<file path="config.mk">
export PLATFORM = sky130hd
export DESIGN_NAME = control_register_space
export DESIGN_NICKNAME = d
export VERILOG_FILES = /design/src/hdl/ctrl_space_pkg.sv /design/src/hdl/control_register_space.sv
export SDC_FILE = /design/constraint.sdc
export NUM_CORES = 1
export LEC_CHECK = 0
export ABC_AREA = 1
export BUFFER_PORTS_ARGS = -buffer_cell sky130_fd_sc_hd__buf_4
export CORE_UTILIZATION = 50
export CTS_CLUSTER_DIAMETER = 50
export DETAILED_ROUTE_END_ITERATION = 10
export GPL_ROUTABILITY_DRIVEN = 0
export MAX_ROUTING_LAYER = met4
export PLACE_DENSITY = 0.76
export SYNTH_ARGS = -nofsm -noshare
export SYNTH_HDL_FRONTEND = slang
export SYNTH_SLANG_ARGS = --single-unit
export TNS_END_PERCENT = 1
</file>
<file path="constraint.sdc">
create_clock -name clk -period 1.5 [get_ports clk]
set_input_delay 0.3 -clock clk [delete_from_list [all_inputs] [get_ports clk]]
set_output_delay 0.3 -clock clk [all_outputs]
set_load 0.02 [all_outputs]
</file>
<file path="src/hdl/ctrl_space_pkg.sv">
// constants for the control register space: offsets, reset values, fields
package ctrl_space_pkg;
  // ------------------------------------------------------------
  // core function register offsets (direct address space)
  // ------------------------------------------------------------
  localparam logic [10:0] interrupt_enable_upper_off = 11'h427;
  localparam logic [10:0] data_segment_off = 11'h441;
  localparam logic [10:0] extra_segment_off = 11'h442;
  localparam logic [10:0] code_segment_off = 11'h443;
  localparam logic [10:0] bus_timing_low_off = 11'h468;
  localparam logic [10:0] bus_timing_high_off = 11'h469;
  localparam logic [10:0] bus_configuration_off = 11'h46a;
  localparam logic [10:0] mmr_base_low_off = 11'h496;
  localparam logic [10:0] mmr_base_high_off = 11'h497;
  localparam logic [10:0] clock_output_config_off = 11'h499;
  // ------------------------------------------------------------
  // reset values
  // ------------------------------------------------------------
  localparam logic [7:0] zero_rst = 8'h00;
  localparam logic [7:0] bus_timing_low_rst = 8'h00;  // undefined in hardware, zero chosen
  localparam logic [7:0] bus_timing_high_rst = 8'hff;
  localparam logic [7:0] bus_configuration_val = 8'h07;
  localparam logic [7:0] mmr_base_low_rst = 8'h00;   // only enable bit is defined (0)
  localparam logic [7:0] mmr_base_high_rst = 8'h00;
  localparam logic [7:0] clock_output_config_rst = 8'h01;
  // ------------------------------------------------------------
  // field positions
  // ------------------------------------------------------------
  localparam int mapped_block_enable_bit = 0;
  localparam int clock_output_enable_bit = 0;
  localparam int base_low_msb = 7;
  localparam int base_low_lsb = 4;
  localparam logic [7:0] base_low_mask = 8'hf1;      // writable bits of base low
  localparam logic [7:0] clock_cfg_mask = 8'h01;     // writable bits of clock config
  // ------------------------------------------------------------
  // pin and clock selections
  // ------------------------------------------------------------
  typedef enum logic [1:0] {clk_src_brg, clk_src_receive_ext, clk_src_transmit_ext} clk_src_t;
  typedef enum logic [1:0] {p37_gpio, p37_irq_one, p37_tx_clock} p37_mode_t;
endpackage

</file>
<file path="src/hdl/control_register_space.sv">
// control register space: core registers, mapped block decode, uart1 pin mux
// Functional notes
// core registers answer direct addressing only
// mapped block reachable by any data access mode
// mapped block relocatable via two base registers
// base high bits 23:16, low 15:12 plus enable
// software writes timing high 51h, then low 40h
// software waits five no-ops after timing writes
// clock output enable bit 0, resets enabled
// receive side clock may clock rx, tx, both
// transmit side clock may clock rx, tx, both
// port3 bits 5,6 gpio or uart1 rx/tx
// port3 bit 7 gpio, irq one, or tx clock
// shared pin: carrier detect or irq two
// software leaves bus configuration at reset value
`timescale 1ns/1ps
module control_register_space
  import ctrl_space_pkg::*;
(
  input wire logic clk,                          // system clock, 100 MHz
  input wire logic rst_n,                        // async chip reset, active low
  input wire logic [10:0] creg_addr,             // core register address
  input wire logic creg_direct,                  // access uses direct addressing
  input wire logic creg_wr,                      // write strobe
  input wire logic creg_rd,                      // read strobe
  input wire logic [7:0] creg_wdata,             // write data
  output logic [7:0] creg_rdata,                 // read data, next cycle
  input wire logic data_req,                     // any-mode data access request
  input wire logic [23:0] data_addr,             // data access address
  output logic mmr_sel,                          // access hits mapped block
  output logic [11:0] mmr_offset,                // offset inside mapped block
  output logic clock_output_enable,              // clock output driver enable
  input wire logic brg1_clock,                   // internal uart1 rate clock
  input wire logic receive_side_ext_clock,       // receive side external clock pin
  input wire ctrl_space_pkg::clk_src_t rx_clk_src, // receive clock source
  input wire ctrl_space_pkg::clk_src_t tx_clk_src, // transmit clock source
  output logic uart1_rx_clock,                   // selected receive clock
  output logic uart1_tx_clock,                   // selected transmit clock
  input wire logic p35_uart,                     // bit 5 used as uart receive
  input wire logic p36_uart,                     // bit 6 used as uart transmit
  input wire ctrl_space_pkg::p37_mode_t p37_mode, // bit 7 function
  input wire logic cd_is_irq,                    // shared pin used as irq two
  input wire logic [2:0] gpio_out,               // port3 bits 7:5 gpio data
  input wire logic [2:0] gpio_oe,                // port3 bits 7:5 gpio enables
  output logic [2:0] gpio_in,                    // port3 bits 7:5 pad level
  input wire logic [2:0] p3_pad_in,              // pad inputs bits 7:5
  output logic [2:0] p3_pad_out,                 // pad outputs bits 7:5
  output logic [2:0] p3_pad_oe,                  // pad enables bits 7:5
  input wire logic uart1_transmit,               // uart1 serial data out
  output logic uart1_receive,                    // uart1 serial data in
  output logic external_interrupt_one,           // irq one input, idle high
  input wire logic carrier_detect_or_irq_two,    // shared pin level
  output logic uart1_carrier_detect,             // carrier detect, idle high
  output logic external_interrupt_two            // irq two input, idle high
);
  import ctrl_space_pkg::*;

  // ------------------------------------------------------------
  // register state
  // ------------------------------------------------------------
  logic [7:0] irq_en_hi_q, irq_en_hi_d;  // interrupt_enable_upper
  logic [7:0] dseg_q, dseg_d;        // data_segment
  logic [7:0] eseg_q, eseg_d;        // extra_segment
  logic [7:0] cseg_q, cseg_d;        // code_segment
  logic [7:0] btl_q, btl_d;          // bus_timing_low
  logic [7:0] bth_q, bth_d;          // bus_timing_high
  logic [7:0] mbl_q, mbl_d;          // mmr_base_low
  logic [7:0] mbh_q, mbh_d;          // mmr_base_high
  logic [7:0] cfg_q, cfg_d;          // clock_output_config
  logic [7:0] rdata_q, rdata_d;      // registered read data
  logic wr_ok, rd_ok;                // qualified strobes

  // only a direct-mode access reaches the core registers
  function automatic logic hit(input logic [10:0] a, input logic [10:0] off);
    hit = (a == off);
  endfunction

  // ------------------------------------------------------------
  // register next state
  // ------------------------------------------------------------
  // indirect modes are dropped silently; the core treats them as memory
  always_comb
  begin
    wr_ok = creg_wr & creg_direct;
    rd_ok = creg_rd & creg_direct;
    irq_en_hi_d = irq_en_hi_q;
    dseg_d = dseg_q;
    eseg_d = eseg_q;
    cseg_d = cseg_q;
    btl_d = btl_q;
    bth_d = bth_q;
    mbl_d = mbl_q;
    mbh_d = mbh_q;
    cfg_d = cfg_q;
    rdata_d = rdata_q;
    if (wr_ok)
    begin
      if (hit(creg_addr, interrupt_enable_upper_off)) irq_en_hi_d = creg_wdata;
      if (hit(creg_addr, data_segment_off)) dseg_d = creg_wdata;
      if (hit(creg_addr, extra_segment_off)) eseg_d = creg_wdata;
      if (hit(creg_addr, code_segment_off)) cseg_d = creg_wdata;
      // timing order is the writer's duty; hardware takes each write as given
      if (hit(creg_addr, bus_timing_low_off)) btl_d = creg_wdata;
      if (hit(creg_addr, bus_timing_high_off)) bth_d = creg_wdata;
      // base registers relocate the mapped block on the next cycle
      if (hit(creg_addr, mmr_base_low_off)) mbl_d = creg_wdata & base_low_mask;
      if (hit(creg_addr, mmr_base_high_off)) mbh_d = creg_wdata;
      if (hit(creg_addr, clock_output_config_off)) cfg_d = creg_wdata & clock_cfg_mask;
    end
    if (rd_ok)
    begin
      // reserved bus configuration always reads its fixed value
      case (creg_addr)
        interrupt_enable_upper_off: rdata_d = irq_en_hi_q;
        data_segment_off: rdata_d = dseg_q;
        extra_segment_off: rdata_d = eseg_q;
        code_segment_off: rdata_d = cseg_q;
        bus_timing_low_off: rdata_d = btl_q;
        bus_timing_high_off: rdata_d = bth_q;
        bus_configuration_off: rdata_d = bus_configuration_val;
        mmr_base_low_off: rdata_d = mbl_q;
        mmr_base_high_off: rdata_d = mbh_q;
        clock_output_config_off: rdata_d = cfg_q;
        default: rdata_d = zero_rst;  // unmapped reads zero
      endcase
    end
    else if (creg_rd)
    begin
      rdata_d = zero_rst;
    end
  end

  // register update
  always_ff @(posedge clk or negedge rst_n)
  begin
    if (!rst_n)
    begin
      irq_en_hi_q <= zero_rst;
      dseg_q <= zero_rst;
      eseg_q <= zero_rst;
      cseg_q <= zero_rst;
      btl_q <= bus_timing_low_rst;
      bth_q <= bus_timing_high_rst;
      mbl_q <= mmr_base_low_rst;
      mbh_q <= mmr_base_high_rst;
      cfg_q <= clock_output_config_rst;
      rdata_q <= zero_rst;
    end
    else
    begin
      irq_en_hi_q <= irq_en_hi_d;
      dseg_q <= dseg_d;
      eseg_q <= eseg_d;
      cseg_q <= cseg_d;
      btl_q <= btl_d;
      bth_q <= bth_d;
      mbl_q <= mbl_d;
      mbh_q <= mbh_d;
      cfg_q <= cfg_d;
      rdata_q <= rdata_d;
    end
  end

  assign creg_rdata = rdata_q;
  assign clock_output_enable = cfg_q[clock_output_enable_bit];

  // ------------------------------------------------------------
  // mapped block decode
  // ------------------------------------------------------------
  // 4 KB block; any addressing mode that makes a data access may hit it
  always_comb
  begin
    mmr_sel = data_req & mbl_q[mapped_block_enable_bit]
              & (data_addr[23:12] == {mbh_q, mbl_q[base_low_msb:base_low_lsb]});
    mmr_offset = data_addr[11:0];
  end

  // ------------------------------------------------------------
  // uart1 clock routing and pin functions
  // ------------------------------------------------------------
  // clock muxes are plain gates; a glitch-free switch is the user's concern
  function automatic logic pick_clk(input clk_src_t s, input logic brg, input logic rx_ext,
                                    input logic tx_ext);
    case (s)
      clk_src_receive_ext: pick_clk = rx_ext;
      clk_src_transmit_ext: pick_clk = tx_ext;
      default: pick_clk = brg;
    endcase
  endfunction

  logic tr_clk;  // transmit side clock as taken from bit 7
  always_comb
  begin
    tr_clk = (p37_mode == p37_tx_clock) ? p3_pad_in[2] : 1'b0;
    uart1_rx_clock = pick_clk(rx_clk_src, brg1_clock, receive_side_ext_clock, tr_clk);
    uart1_tx_clock = pick_clk(tx_clk_src, brg1_clock, receive_side_ext_clock, tr_clk);
    gpio_in = p3_pad_in;
    // bit 5: receive input only, no drive while in uart use
    p3_pad_out[0] = gpio_out[0];
    p3_pad_oe[0] = p35_uart ? 1'b0 : gpio_oe[0];
    uart1_receive = p35_uart ? p3_pad_in[0] : 1'b1;
    // bit 6: transmit output always driven in uart use
    p3_pad_out[1] = p36_uart ? uart1_transmit : gpio_out[1];
    p3_pad_oe[1] = p36_uart ? 1'b1 : gpio_oe[1];
    // bit 7: both alternate functions are inputs
    p3_pad_out[2] = gpio_out[2];
    p3_pad_oe[2] = (p37_mode == p37_gpio) ? gpio_oe[2] : 1'b0;
    external_interrupt_one = (p37_mode == p37_irq_one) ? p3_pad_in[2] : 1'b1;
    // shared pin: the unused function sees its idle level
    uart1_carrier_detect = cd_is_irq ? 1'b1 : carrier_detect_or_irq_two;
    external_interrupt_two = cd_is_irq ? carrier_detect_or_irq_two : 1'b1;
  end
endmodule

</file>
==> metrics <==
run status finished with violations; violated checks setup timing; crit path kind reg -> out; Slew HR 0.678; Mapped Cells 513; Initial DRC Count 267; placed cells 684; diodes inserted 0; Min-Delay Path Class in -> reg; via count 3638; CTS tree built; mux contribution to synthesized area 0.00548; crit-path max FO 2; routed wire length 10200 um; Avg WL per Cell 14.3 um; Fin. Hold Viols 0; clk sinks 70; Final Util 0.639; Post-synth EDFFs 0; Final setup viols 1; P_leak 0.00273 uW; row count 32; Starting Density 0.524; pin count of the biggest net entering global routing 34; Worst-path clk slew 80 ps; Via density 5.14; die width 92.7 um; gr usage total 0.266; H-tree depth 3; Async SR Flop Fraction 1.00; Port Buffers 77; final worst slack -294 ps; initial antenna violation count 0; TritonCTS Buffers 9; Die ar. 0.00859 mm2; first-pass GRT wire length 17000 um; Detail Route Antenna Nets 0; critical path arrival 1490 ps; vias in the first global route 3548; Die Ht 92.7 um; PD cells 737 mW/mm2; Syn Nets 588; Worst-Margin Slew 483 ps; Post-Synth Adder-Cell Area 0.0122; synth top area cells dfrtp_1 (37%), nand2_1 (16%), o21ai_2 (6.8%); cell with the most instances after synthesis nand2_1; DP HPWL 7810 um; Synth Area in Compound Gates 0.125; max-slew violations 0; largest area contributor in the netlist dfrtp_1; WP data required 1200 ps; post-synthesis cell type count 37; Yosys top cell area share 0.371; proportion of layout cells with a drive suffix above 1 0.337; fin nets 676; Post-Synth XOR/XNOR Area 0.00852; CP cell instances inv_2 > o22ai_1 > nor4_1 > nand2_1 > nor2_1 > buf_4; RSZ-0062 raised after global routing true; most instantiated cells after synthesis nand2_1 (176), dfrtp_1 (61), inv_1 (41), nor2_1 (33), o21ai_2 (32); clk buf depth 2; clock root cell clkbuf_8; fin crit period 1790 ps; post-synthesis sequential area ratio 0.429; VDD IR max 0.619 mV; startpoint class of the critical path register; Hold WS 186 ps; main combinational cell family by area after synthesis simple AND/OR/NAND/NOR gates; final period utilization 1.20; crit-path max cell delay 390 ps; worst-skew pair later-pin latency 350 ps; Reg2Reg Setup Slack 180 ps; drt pass-1 iters 5; core area 0.00785 mm2; netlist area before placement 0.00411 mm2; Synth Area in Simple Gates 0.322; GRT Residual Overflow 0; Ports 108; fmax 0.557 GHz; Avg Synthesized Cell Area 8.01 um2; fin cells 708; Worst path slowest cell dfrtp_1; Syn. warnings 0; critical path endpoint category output port; register bit total from synthesis 70; DR DRC count 0; Layout area overhead 21.9%; Max Cap Violations 0; Max Clock Skew 11.9 ps; dominant register cell in the synthesized netlist dfrtp_1
-- area by class of cell --
| type | count | area, um2 |
|---|---|---|
| fill | 682 | 2840 |
| multi-input combinational | 368 | 1950 |
| sequential | 70 | 1760 |
| timing repair buffer | 102 | 806 |
| inverter | 50 | 194 |
| clock buffer | 10 | 138 |
| tap | 102 | 128 |
| clock inverter | 6 | 37.5 |
-- worst max-delay path, delay by kind of cell, from the launching register on --
kind                   cells  cell delay [ps]
AND/OR/NAND/NOR            3              440
flip-flops                 1              390
buffers and inverters      2              220
AO/OA/AOI/OAI              1               80
-- layer usage --
metal,wire length (um),up-vias,global-route usage
li1,-,1802,-
met1,4380,1668,0.327
met2,4920,144,0.440
met3,702,24,0.0517
met4,159,0,0.0910
met5,0,-,-
-- stage by stage --
step | TNS [ps] | instance area (um2) | worst slack (ps) | total power [uW]
finish | -294 | 5010 | -294 | 3700
floorplan | 0 | 4110 | 57.6 | 2180
global route | -365 | 5010 | -365 | 3840
detailed placement | -1560 | 4770 | -117 | 2380
CTS | -320 | 4980 | -320 | 3720
global placement | -899 | 4770 | -74.8 | 2370
-- worst paths after layout --
check | end | cells after the start | startpoint
worst max-delay path | mmr_sel | 6 | mbh_q[3]$_DFFE_PN0P_
worst min-delay path | cfg_q[0]$_DFFE_PN1P_ | 2 | creg_wdata[0]
worst max register to register | creg_rdata[5]$_DFFE_PN0P_ | 8 | mbh_q[5]$_DFFE_PN0P_
worst min register to register | creg_rdata[7]$_DFFE_PN0P_ | 2 | creg_rdata[7]$_DFFE_PN0P_
max in group asynchronous | cfg_q[0]$_DFFE_PN1P_ | 3 | rst_n
min in group asynchronous | mbh_q[1]$_DFFE_PN0P_ | 2 | rst_n
-- power breakdown --
group / internal [uW] / switching [uW]
Combinational: 189 / 254
Clock: 635 / 716
Sequential: 1900 / 5.40
-- sequential cells by signal, indices dropped and copies added (netlist names) --
name and flops:
irq_en_hi_q 8, eseg_q 8, dseg_q 8, cseg_q 8
bth_q 8, mbl_q 5, btl_q 8, creg_rdata 8
cfg_q 1, mbh_q 8
-- kinds of logic after synthesis --
| logic type | after synthesis |
|---|---|
| buffers and inverters | 75 |
| muxes | 2 |
| and+or+nand+nor | 283 |
| DFF | 70 |
| xor gates and xnor gates | 4 |
| AOI/OAI and AO/OA | 75 |
| adders and majority gates | 4 |
-- what timing repair did --
action | CTS | global route
hold buffers | 1 | 0
pin swaps | 4 | 7
hold endpoints to repair | 20 | 0
resized for setup | 2 | 2
buffers inserted | 3 | 4
setup endpoints to repair | 1 | 1
-- cells in the final DEF (no fill, tap or decap), types with 4 or more instances in the layout --
cell and count:
nand2_1 176, buf_4 98, dfrtp_1 61, inv_1 40
nor2_1 33, o21ai_2 32, nand3_1 29, o21ai_1 26
clkbuf_8 10, nand2_2 9, dfstp_2 9, inv_2 8
o21ai_0 7, nand2_4 7, nand4_1 6, nor2_4 6
nor2_2 5, clkinv_2 4, ha_1 4
Power figures use the tool's default switching activity.
